[src/verilog/fabric_loader_consts.vh]
// constants for the fabric configuration loader
`ifndef FABRIC_LOADER_CONSTS_VH
`define FABRIC_LOADER_CONSTS_VH
// ----------------------------------------------------------------
// register offsets (byte addresses)
// ----------------------------------------------------------------
`define REG_CTRL 8'h00
`define REG_STATUS 8'h04
`define REG_CREDIT 8'h08
`define REG_DATA 8'h0C
// ----------------------------------------------------------------
// field positions
// ----------------------------------------------------------------
`define CTRL_START 0
`define CTRL_UPDATE 1
`define CTRL_TEARDOWN 2
`define ST_ERROR 0
`define ST_FABRIC_DONE 1
`define ST_PERIPH_DONE 2
`define ST_BUSY 3
`define ST_DEAD 4
`define ST_REFCLK_OK 5
`define ST_UPDATE 6
// ----------------------------------------------------------------
// reset values and image layout
// ----------------------------------------------------------------
`define CREDIT_RESET 8'h00
`define BLOCK_WORDS 11'h400
`define EARLY_LIMIT_KB 168
`define EARLY_LIMIT_WORDS (`EARLY_LIMIT_KB * 1024 / 4)
// arbitrary tool version code expected in the image header
`define TOOL_VERSION 16'h5A3C
// ----------------------------------------------------------------
// timing
// ----------------------------------------------------------------
`define CLK_MHZ 250
`define GRANT_WINDOW_MS 50
`define GRANT_WINDOW_CYC (`GRANT_WINDOW_MS * 1000 * `CLK_MHZ)
`define REFCLK_LOSS_CYC 8'h40
`define GEN_MIN 2'h1
`define GEN_MAX 2'h3
`endif

[src/verilog/image_checker.v]
// block checksum, header and length tracking for a streamed fabric image
`timescale 1ns/1ps
`include "fabric_loader_consts.vh"
module image_checker
(
  input wire sys_clk_i,
  input wire reset_i,
  input wire clear_i,
  input wire word_valid_i,
  input wire [31:0] word_i,
  output reg block_done_o,
  output reg image_done_o,
  output reg corrupt_o,
  output reg version_bad_o,
  output reg [31:0] word_count_o
);
  // ----------------------------------------------------------------
  // image layout: word 0 carries the tool version in its upper half,
  // word 1 the length in 4KB blocks; the last word of each block is
  // the xor of the other words of that block
  // ----------------------------------------------------------------
  reg [10:0] idx_q;
  reg [31:0] sum_q;
  reg [15:0] blocks_q;
  reg [15:0] total_q;
  wire last_word;
  assign last_word = (idx_q == (`BLOCK_WORDS - 11'h001));

  always @(posedge sys_clk_i)
  begin
    if (reset_i || clear_i)
    begin
      idx_q <= 11'h000;
      sum_q <= 32'h00000000;
      blocks_q <= 16'h0000;
      total_q <= 16'h0000;
      block_done_o <= 1'b0;
      image_done_o <= 1'b0;
      corrupt_o <= 1'b0;
      version_bad_o <= 1'b0;
      word_count_o <= 32'h00000000;
    end
    else
    begin
      block_done_o <= 1'b0;
      image_done_o <= 1'b0;
      corrupt_o <= 1'b0;
      version_bad_o <= 1'b0;
      if (word_valid_i)
      begin
        word_count_o <= word_count_o + 32'h00000001;
        if (word_count_o == 32'h00000000 && word_i[31:16] != `TOOL_VERSION)
          version_bad_o <= 1'b1;
        if (word_count_o == 32'h00000001)
          total_q <= word_i[15:0];
        if (last_word)
        begin
          idx_q <= 11'h000;
          sum_q <= 32'h00000000;
          blocks_q <= blocks_q + 16'h0001;
          if (word_i != sum_q)
            corrupt_o <= 1'b1;
          else if (blocks_q + 16'h0001 >= total_q)
            image_done_o <= 1'b1;
          else
            block_done_o <= 1'b1;
        end
        else
        begin
          idx_q <= idx_q + 11'h001;
          sum_q <= sum_q ^ word_i;
        end
      end
    end
  end
endmodule // image_checker

[src/verilog/fabric_config_loader.v]
// fabric configuration loader behind a pcie endpoint
// Operation
// image data is taken only from memory writes, config writes are dropped
// next 4KB block must arrive within 50 ms of a credit, else fail
// host tolerates variable response time, typically 5 s, up to 1 min
// host times out by polling the credit register status
// fabric-dependent functions stay inaccessible while fabric is unprogrammed
// corruption within first 168KB raises error flag, recoverable
// host performs teardown after recoverable error before a new image
// corruption after 168KB raises error flag, only power cycle recovers
// image from a different tool version raises error flag
// bus error during loading locks the loader until power cycle
// fundamental reset asserted during loading locks until power cycle
// host never aborts a requested load
// update mode reconfigures all but the loading pcie core
// update images keep periphery unchanged
// link keeps serving application traffic during update
// init mode brings periphery from flash first, then fabric over link
// loading works at link generations 1, 2 and 3
// only the bottom-left endpoint hard core may carry loading
// host supplies a running reference clock before configuration
// fabric load done low while loading, high on success
// periphery done goes high once periphery image is loaded
// host stops writing image data once error flag is seen
`timescale 1ns/1ps
`include "fabric_loader_consts.vh"
module fabric_config_loader
#(
  parameter GRANT_WINDOW_CYCLES = `GRANT_WINDOW_CYC
)
(
  input wire sys_clk_i,
  input wire reset_i,
  input wire [7:0] reg_addr_i,
  input wire [31:0] reg_wdata_i,
  input wire reg_wr_i,
  input wire reg_rd_i,
  input wire reg_memwr_i,
  output reg [31:0] reg_rdata_o,
  input wire link_refclk_i,
  input wire perst_n_i,
  input wire flash_periph_done_i,
  input wire flash_full_image_i,
  input wire bus_error_i,
  input wire [1:0] link_gen_i,
  input wire hip_bl_endpoint_i,
  output reg periphery_load_done_o,
  output reg fabric_load_done_o,
  output reg fabric_access_en_o,
  output reg fabric_reset_o,
  output reg link_app_en_o
);
  // ----------------------------------------------------------------
  // states
  // ----------------------------------------------------------------
  localparam [5:0] S_BOOT = 6'h01;
  localparam [5:0] S_IDLE = 6'h02;
  localparam [5:0] S_LOAD = 6'h04;
  localparam [5:0] S_USER = 6'h08;
  localparam [5:0] S_ERR = 6'h10;
  localparam [5:0] S_DEAD = 6'h20;

  function sel;
    input [7:0] addr;
    input [7:0] off;
    begin
      sel = (addr == off);
    end
  endfunction

  // ----------------------------------------------------------------
  // pin synchronisers: refclk, perst_n, flash done
  // ----------------------------------------------------------------
  wire [2:0] pin_raw;
  reg [2:0] sync1_q;
  reg [2:0] sync2_q;
  assign pin_raw = {flash_periph_done_i, perst_n_i, link_refclk_i};
  genvar gi;
  generate
    for (gi = 0; gi < 3; gi = gi + 1)
    begin : g_sync
      always @(posedge sys_clk_i)
      begin
        if (reset_i)
        begin
          sync1_q[gi] <= 1'b0;
          sync2_q[gi] <= 1'b0;
        end
        else
        begin
          sync1_q[gi] <= pin_raw[gi];
          sync2_q[gi] <= sync1_q[gi];
        end
      end
    end
  endgenerate
  wire refclk_s = sync2_q[0];
  wire perst_ok = sync2_q[1];
  wire flash_done_s = sync2_q[2];

  // ----------------------------------------------------------------
  // reference clock activity watch
  // ----------------------------------------------------------------
  reg refclk_d_q;
  reg [7:0] refclk_idle_q;
  wire refclk_ok = (refclk_idle_q < `REFCLK_LOSS_CYC);
  always @(posedge sys_clk_i)
  begin
    if (reset_i)
    begin
      refclk_d_q <= 1'b0;
      refclk_idle_q <= `REFCLK_LOSS_CYC;
    end
    else
    begin
      refclk_d_q <= refclk_s;
      if (refclk_s != refclk_d_q)
        refclk_idle_q <= 8'h00;
      else if (!refclk_ok)
        refclk_idle_q <= refclk_idle_q;
      else
        refclk_idle_q <= refclk_idle_q + 8'h01;
    end
  end

  // ----------------------------------------------------------------
  // register strobes
  // ----------------------------------------------------------------
  wire wr_ctrl = reg_wr_i && sel(reg_addr_i, `REG_CTRL);
  wire cmd_start = wr_ctrl && reg_wdata_i[`CTRL_START];
  wire cmd_update = reg_wdata_i[`CTRL_UPDATE];
  wire cmd_teardown = wr_ctrl && reg_wdata_i[`CTRL_TEARDOWN];
  reg [5:0] state_q;
  // data register only counts on a memory write during a load
  wire data_wr = reg_wr_i && reg_memwr_i && sel(reg_addr_i, `REG_DATA) && (state_q == S_LOAD);
  wire gen_ok = (link_gen_i >= `GEN_MIN) && (link_gen_i <= `GEN_MAX);
  wire start_ok = refclk_ok && perst_ok && gen_ok && hip_bl_endpoint_i;
  // init only from an unprogrammed fabric, update only from user mode
  wire start_fire = cmd_start && start_ok && ((state_q == S_IDLE && !cmd_update) ||
    (state_q == S_USER && cmd_update));

  // ----------------------------------------------------------------
  // image checker
  // ----------------------------------------------------------------
  wire blk_done;
  wire img_done;
  wire corrupt;
  wire version_bad;
  wire [31:0] word_count;
  image_checker u_check
  (
    .sys_clk_i(sys_clk_i),
    .reset_i(reset_i),
    .clear_i(start_fire),
    .word_valid_i(data_wr),
    .word_i(reg_wdata_i),
    .block_done_o(blk_done),
    .image_done_o(img_done),
    .corrupt_o(corrupt),
    .version_bad_o(version_bad),
    .word_count_o(word_count)
  );
  wire early = (word_count <= `EARLY_LIMIT_WORDS);

  // ----------------------------------------------------------------
  // load sequencer
  // ----------------------------------------------------------------
  reg [7:0] credit_q;
  reg [31:0] timer_q;
  reg waiting_q;
  reg error_q;
  reg update_q;
  wire timeout = waiting_q && (timer_q == 32'h00000000);
  always @(posedge sys_clk_i)
  begin
    if (reset_i)
    begin
      state_q <= S_BOOT;
      credit_q <= `CREDIT_RESET;
      timer_q <= 32'h00000000;
      waiting_q <= 1'b0;
      error_q <= 1'b0;
      update_q <= 1'b0;
    end
    else
    begin
      if (waiting_q && timer_q != 32'h00000000)
        timer_q <= timer_q - 32'h00000001;
      case (state_q)
        S_BOOT:
        begin
          // periphery comes from flash before the link may load fabric
          if (flash_done_s)
            state_q <= flash_full_image_i ? S_USER : S_IDLE;
        end
        S_IDLE, S_USER:
        begin
          // the checker is cleared by the same strobe, so a word right after it counts
          if (start_fire)
          begin
            state_q <= S_LOAD;
            update_q <= cmd_update;
            credit_q <= credit_q + 8'h01;
            waiting_q <= 1'b1;
            timer_q <= GRANT_WINDOW_CYCLES[31:0];
          end
        end
        S_LOAD:
        begin
          if (bus_error_i || !perst_ok)
          begin
            state_q <= S_DEAD;
            error_q <= 1'b1;
          end
          else if (corrupt || timeout)
          begin
            state_q <= early ? S_ERR : S_DEAD;
            error_q <= 1'b1;
          end
          else if (version_bad)
          begin
            state_q <= S_ERR;
            error_q <= 1'b1;
          end
          else if (img_done)
          begin
            state_q <= S_USER;
            waiting_q <= 1'b0;
          end
          else if (blk_done)
          begin
            // grant one more block and restart the delivery window
            credit_q <= credit_q + 8'h01;
            waiting_q <= 1'b1;
            timer_q <= GRANT_WINDOW_CYCLES[31:0];
          end
          else if (data_wr)
            waiting_q <= 1'b0;
        end
        S_ERR:
        begin
          waiting_q <= 1'b0;
          // teardown brings back an unprogrammed fabric ready for a new image
          if (cmd_teardown)
          begin
            state_q <= S_IDLE;
            error_q <= 1'b0;
          end
        end
        S_DEAD:
        begin
          // no way out but a power cycle
          waiting_q <= 1'b0;
          error_q <= 1'b1;
        end
        default:
          state_q <= S_DEAD;
      endcase
    end
  end

  // ----------------------------------------------------------------
  // status outputs
  // ----------------------------------------------------------------
  always @(posedge sys_clk_i)
  begin
    if (reset_i)
    begin
      periphery_load_done_o <= 1'b0;
      fabric_load_done_o <= 1'b0;
      fabric_access_en_o <= 1'b0;
      fabric_reset_o <= 1'b1;
      link_app_en_o <= 1'b0;
    end
    else
    begin
      if (state_q != S_BOOT)
        periphery_load_done_o <= 1'b1;
      fabric_load_done_o <= (state_q == S_USER);
      fabric_access_en_o <= (state_q == S_USER);
      // only fabric is held in reset, the loading core keeps running
      fabric_reset_o <= (state_q != S_USER);
      link_app_en_o <= (state_q != S_BOOT) && (state_q != S_DEAD) && perst_ok;
    end
  end

  // ----------------------------------------------------------------
  // register read port
  // ----------------------------------------------------------------
  reg [31:0] rd_mux;
  always @*
  begin
    rd_mux = 32'h00000000;
    if (sel(reg_addr_i, `REG_STATUS))
    begin
      rd_mux[`ST_ERROR] = error_q;
      rd_mux[`ST_FABRIC_DONE] = fabric_load_done_o;
      rd_mux[`ST_PERIPH_DONE] = periphery_load_done_o;
      rd_mux[`ST_BUSY] = (state_q == S_LOAD);
      rd_mux[`ST_DEAD] = (state_q == S_DEAD);
      rd_mux[`ST_REFCLK_OK] = refclk_ok;
      rd_mux[`ST_UPDATE] = update_q;
    end
    else if (sel(reg_addr_i, `REG_CREDIT))
    begin
      rd_mux[7:0] = credit_q;
      rd_mux[8 + `ST_ERROR] = error_q;
    end
  end
  always @(posedge sys_clk_i)
  begin
    if (reset_i)
      reg_rdata_o <= 32'h00000000;
    else if (reg_rd_i)
      reg_rdata_o <= rd_mux;
    else
      reg_rdata_o <= 32'h00000000;
  end
endmodule // fabric_config_loader

[config.mk]
export PLATFORM = sky130hd
export DESIGN_NAME = fabric_config_loader
export DESIGN_NICKNAME = d
export VERILOG_FILES = /design/src/verilog/image_checker.v /design/src/verilog/fabric_config_loader.v
export VERILOG_INCLUDE_DIRS = /design/src /design/src/verilog
export SDC_FILE = /design/constraint.sdc
export NUM_CORES = 1
export LEC_CHECK = 0
export BUFFER_PORTS_ARGS = -buffer_cell sky130_fd_sc_hd__buf_2
export CORE_ASPECT_RATIO = 0.6
export CORE_MARGIN = 5
export CORE_UTILIZATION = 55
export DETAILED_ROUTE_END_ITERATION = 10
export PLACE_DENSITY_LB_ADDON = 0.2
export SYNTH_ARGS = -nofsm -noshare
export SYNTH_HDL_FRONTEND = slang
export SYNTH_SLANG_ARGS = --single-unit
[constraint.sdc]
create_clock -name sys_clk_i -period 5.61 [get_ports sys_clk_i]
set_input_delay 0.561 -clock sys_clk_i [delete_from_list [all_inputs] [get_ports sys_clk_i]]
set_output_delay 0.561 -clock sys_clk_i [all_outputs]
set_load 0.05 [all_outputs]
Yosys cells after proc, flatten, opt, wreduce, memory -nomap -nowiden:

Index checks and enable logic that the tools add are counted.
W data, S select, Z words.

* order comparisons: 5
* $add $sub $neg: 6
* equality and inequality tests: 28
* bitwise operators: 6
* reduce and logical (&&, ||, !) cells: 48
* muxes and demuxes: 48

Operators with widths (count)
* $mux W32: 8
* $logic_not A32 Y1: 2
* $pmux W32 S2: 1
* $mux W6: 8
* $mux W8: 6
* $add A32 B1 Y32 const B: 1
* $eq A32 B1 Y1 const B: 1
* $le A32 B16 Y1 const B: 1
* $ne A32 B32 Y1: 1
* $reduce_bool A32 Y1: 1
* $sub A32 B1 Y32 const B: 1
* $xor A32 B32 Y32: 1
* $pmux W6 S5: 1
* $mux W7: 4
* $logic_and A1 B1 Y1: 19
* $add A16 B1 Y16 const B: 1
* $add A8 B1 Y8 const B: 2
* $eq A8 B4 Y1 const B: 2
* $ge A16 B16 Y1: 1
* $ne A16 B15 Y1 const B: 1
* $pmux W8 S2: 1
* $mux W1: 15
* $ne A2 B2 Y1 const B: 6
* $add A11 B1 Y11 const B: 1
* other kinds (36): 55

* bits of input ports: 53
* output and inout port bits: 37
* register bits: 211
* logic and storage cells: 172

Longest topological paths before layout:

* depth in word-level cells: 10
* depth in mapped cells: 12
* depth with buffers taken out: 12

Cells and area by module:

From an unflattened synthesis, not the netlist that was laid out.

* cell total of the unflattened synthesis: 1104
* area total of the unflattened synthesis: 9541.7 µm²

By module, submodules not included
* image_checker: instances 1, cells each 649, area each 5677.9 µm², seq. area each 2222.1 µm²
* fabric_config_loader: instances 1, cells each 455, area each 3863.7 µm², seq. area each 1541.5 µm²

Worst setup path after synthesis:

OpenSTA, ideal clock, no wires.

* kind: input-to-reg
* from: input reg_addr_i[1]
* to: register u_check.word_count_o[31]
* setup slack: 2.983 ns
* required time: 5.540 ns
* buffers on the path: 2
* setup time: 0.070 ns
* arrival: 2.557 ns
* stages: 8
* path through: nor4_2 and3_1 clkbuf_1 nand2_2 or4_1 buf_2 or3_1 a21oi_1

* cells in the longest elaborated chain, start to end: 6
* elaborated cells between the ends (all ways): 9
* classes of those cells: eq/ne (1); reduce/logical (8)

Ends and longest elaborated chain
* from (decl): RTL line fabric_config_loader.v:34 `input wire [7:0] reg_addr_i,`
* $logic_not A8 Y1: RTL line fabric_config_loader.v:67 `sel = (addr == off);`
* $logic_and A1 B1 Y1: RTL line fabric_config_loader.v:129 `` wire wr_ctrl = reg_wr_i && sel(reg_addr_i, `REG_CTRL); ``
* $logic_and A1 B1 Y1: RTL line fabric_config_loader.v:130 `` wire cmd_start = wr_ctrl && reg_wdata_i[`CTRL_START]; ``
* $logic_and A1 B1 Y1 (2 in a row): RTL line fabric_config_loader.v:139 `wire start_fire = cmd_start && start_ok && ((state_q == S_IDLE && !cmd_update) ||`
* $logic_or A1 B1 Y1: RTL line image_checker.v:31 `if (reset_i || clear_i)`
* to (signal assigned): RTL line image_checker.v:51 `word_count_o <= word_count_o + 32'h00000001;`
* to (decl): RTL line image_checker.v:15 `output reg [31:0] word_count_o`

Parallel ways exist; a longest one is shown, timed or not.
A chain may end at the register's enable or synchronous reset.

Worst setup path in the final report:

* from: register sync2_q[1], in the netlist perst_ok
* to: register u_check.total_q[6]

* cells in the longest elaborated chain, start to end: 6

Ends and longest elaborated chain
* from (decl): RTL line fabric_config_loader.v:76 `reg [2:0] sync2_q;`
* from (signal, indexed assignment): RTL line fabric_config_loader.v:92 `sync2_q[gi] <= sync1_q[gi];`
* $logic_and A1 B1 Y1 (3 in a row): RTL line fabric_config_loader.v:137 `wire start_ok = refclk_ok && perst_ok && gen_ok && hip_bl_endpoint_i;`
* $logic_and A1 B1 Y1 (2 in a row): RTL line fabric_config_loader.v:139
* $logic_or A1 B1 Y1: RTL line image_checker.v:31
* to (signal assigned): RTL line image_checker.v:55 `total_q <= word_i[15:0];`
* to (decl): RTL line image_checker.v:25 `reg [15:0] total_q;`

Every way passes these cells.

==> results.md <==
- Outcome: finished, final reports clean
- Mux share of post-synthesis cell area: 1.793%
- Register-to-register path setup slack: 2.45 ns
- Met2 Use GR: 29.12%
- Die Area: 20070 µm²
- Critical-path maximum fanout: 104
- Critical Path AT: 3.43 ns
- Yosys cell types: 57
- Met3 Use GR: 5.420%
- Fmax achieved: 316.1 MHz
- Max-Cap Viols: 0
- Hold/Removal Path Class: primary input to register
- IO Count: 90
- Layout cells sized above 1: 10.10%
- Worst R2R Path Depth: 5
- YS warnings: 0
- Cell area after layout: 10440 µm²
- Initial Util: 55.71%
- Post-CTS Resized: 0
- Avg Cell Area, Syn: 8.232 µm²
- Synth Instances: 1153
- Unrepaired setup endpoints after global routing: false
- Ys async rst share: 0%
- Cell Pwr Density: 376.5 nW/µm²
- Final hold violation count: 0
- Hold Path End: sync1_q[1]
- Fin Clk Skew: 0.01363 ns
- Antenna-violating nets left: 0
- Synth Area in Compound Gates: 10.73%
- Top cell type by total area after synthesis: dfxtp_1
- Register Area: 3764 µm²
- Hold path depth: 2
- Sw Ratio: 36.86%
- Clock share of power: 29.5%
- Slew @ Worst Pin: 1.172 ns
- Final Critical Period: 3.164 ns
- Synthesized cell area: 9492 µm²
- Leak Pwr: 3.971 nW
- Yosys reg bits: 188
- Footprint of the multi-input gates: 5298 µm²
- Wirelength, routed: 22.36 mm
- Via count: 8037
- Initial drt markers: 821
- Gr ovfl total: 0
- Sw Pwr: 1.448 mW
- Worst Setup Start Kind: register
- Clk Latency, worst-skew pair: 0.44 ns
- Met1 track demand over resource: 35.90%
- Fin crit share: 56.40%
- Gr usage total: 22.05%
- Most frequent cell after synthesis: dfxtp_1
- Clock Path Buffers: 2
- Worst EP required: 5.88 ns
- Layout area overhead: 9.966%
- CP endpoint kind: register
- Area after DPL: 9887 µm²
- Adder-Cell Fraction of Synth Area: 3.164%
- Global route hottest layer: met1
- Most frequent cells after synthesis: dfxtp_1 (188), nor2_1 (176), nand2_1 (80), a21oi_1 (75), xor2_1 (61)
- Die Height: 111.8 µm
- Setup violators final: 0
- Core area: 17040 µm²
- CP cell instances: nand3_1 > nor4_1 > nand4_1 > nand2_4 > nor2_1
- Vias in the first global route: 7169
- N_diodes: 0
- CTS Buf Count: 17
- Fillers: 1563
- Die X: 179.6 µm
- CP delay by family, top: simple AND/OR/NAND/NOR gates
- Worst r2r src: perst_ok
- Largest family of logic cells by synthesized area: simple AND/OR/NAND/NOR gates
- Slew headroom: 21.89%
- Worst path max stage delay: 1.00 ns
- Hold Crit Start: perst_n_i
- Largest net degree at the start of global routing: 105
- Placer Congestion: 0.8694
- Slew Limit Fails: 0
- Setup TNS: 0 ns
- Post-synthesis simple-gate area fraction: 28.35%
- DRC: 0
- Sequential area share after synthesis: 39.65%
- Crit-path slowest cell: nand2_4
- Synth top area share: 39.65%
- Antenna violations before repair: 0
- WL/cell: 15.50 µm
- Pint: 2.481 mW
- Sequential power share: 40.0%
- Total setup buffers inserted after CTS: 0
- Post-CTS Hold Fix Bufs: 0
- Worst vdd ir: 0.2833 mV
- CTS tree: yes
- Nets: 1273
- Row count: 37
- Most used flip-flop cell after synthesis: dfxtp_1
- Area contributors post-synth: dfxtp_1 (40%), nor2_1 (7.0%), xor2_1 (5.6%)
- Clk root buf: clkbuf_16
- CTS H-tree depth: 4
- DRT Pass-1 Iters: 5
- Crit path kind: register to register
- Worst Path Buf+Inv: 0
- Via density: 5.574
- R2R Path End: u_check.total_q[6]
- Port Buffers: 66
- Comb pwr share: 30.6%
- Detail Placement HPWL: 15.94 mm
- Xor and xnor area share after synthesis: 10.70%
- # clock sinks: 188
- CTS clock-pin slew for the worst setup and hold paths: 0.07 ns
- Post-synth EDFFs: 0
- First-pass GRT wire length: 37.14 mm
==> power groups by stage <==
stage	clock network (mW)	logic, mW	registers, mW
floorplan	0	0.965	1.57
global placement	0	1.15	1.59
detailed placement	0	1.17	1.60
CTS	1.17	1.18	1.57
global route	1.25	1.34	1.59
finish	1.16	1.20	1.57
==> worst max-delay path by stage <==
stage	from	to	slack [ns]	depth (start not counted)
final	perst_ok	u_check.total_q[6]	2.45	5
after global routing	perst_ok	u_check.total_q[6]	2.19	5
after CTS	perst_ok	u_check.total_q[6]	2.50	5
after detailed placement	reg_wdata_i[0]	u_check.total_q[6]	2.27	6
after global placement	reg_wdata_i[0]	u_check.corrupt_o	2.34	6
after floorplan	reg_addr_i[1]	u_check.word_count_o[31]	2.98	8
==> through the flow <==
step | hold slack (ns) | power (mW) | cells | utilization, % | setup WS, ns
floorplan | 0.4138 | 2.532 | 1175 | - | 2.983
global placement | 0.4196 | 2.743 | 1411 | 58.03 | 2.342
detailed placement | 0.4258 | 2.764 | 1411 | 58.03 | 2.268
CTS | 0.3283 | 3.919 | 1442 | 61.27 | 2.498
global route | 0.3501 | 4.174 | 1442 | 61.27 | 2.188
finish | 0.3409 | 3.929 | 1442 | 61.27 | 2.446
==> kinds of logic (layout without fill, tap and decap cells) <==
group,Yosys count,after routing
XOR/XNOR,116,116
flip-flops,188,188
multiplexers,17,17
buffers and inverters,111,144
other,1,23
AO/OA/AOI/OAI,174,174
AND/OR/NAND/NOR,522,522
adder cells (fa/ha/maj),24,24
==> state kept, by name, indices dropped and copies added, names as in the netlist, 3 cells and up <==
name,flops
credit_q,8
refclk_idle_q,8
reg_rdata_o,9
state_q,6
sync1_q,3
timer_q,32
u_check.blocks_q,16
u_check.idx_q,11
u_check.sum_q,32
u_check.total_q,16
u_check.word_count_o,32
==> layer usage <==
metal | routed length, µm | share of wire [%]
met1 | 12240 | 55
met2 | 8418 | 38
met3 | 1536 | 6.9
met5 | 0 | 0
met4 | 160 | 0.72
==> layout make-up <==
cell class / count / share of cell area (%)
Inverter: 40 / 1.439
Clock buffer: 17 / 4.076
Multi-Input combinational cell: 876 / 50.76
Timing Repair Buffer: 73 / 3.668
Tap cell: 234 / 2.805
Sequential cell: 188 / 36.06
Clock inverter: 14 / 1.199
==> placed cells by master, fill, tap and decap left out, types with 17 or more instances in the layout <==
cell type	count
a21oi_1	75
buf_2	66
clkbuf_16	17
conb_1	23
dfxtp_1	188
ha_1	24
inv_1	40
mux2i_1	17
nand2_1	79
nand3_1	34
nand3b_1	24
nand4_1	29
nor2_1	175
nor2b_1	31
nor3_1	38
nor4_1	25
o21ai_0	53
or3_1	19
xnor2_1	55
xor2_1	61
Note: power is estimated with default switching activity, not from simulation.
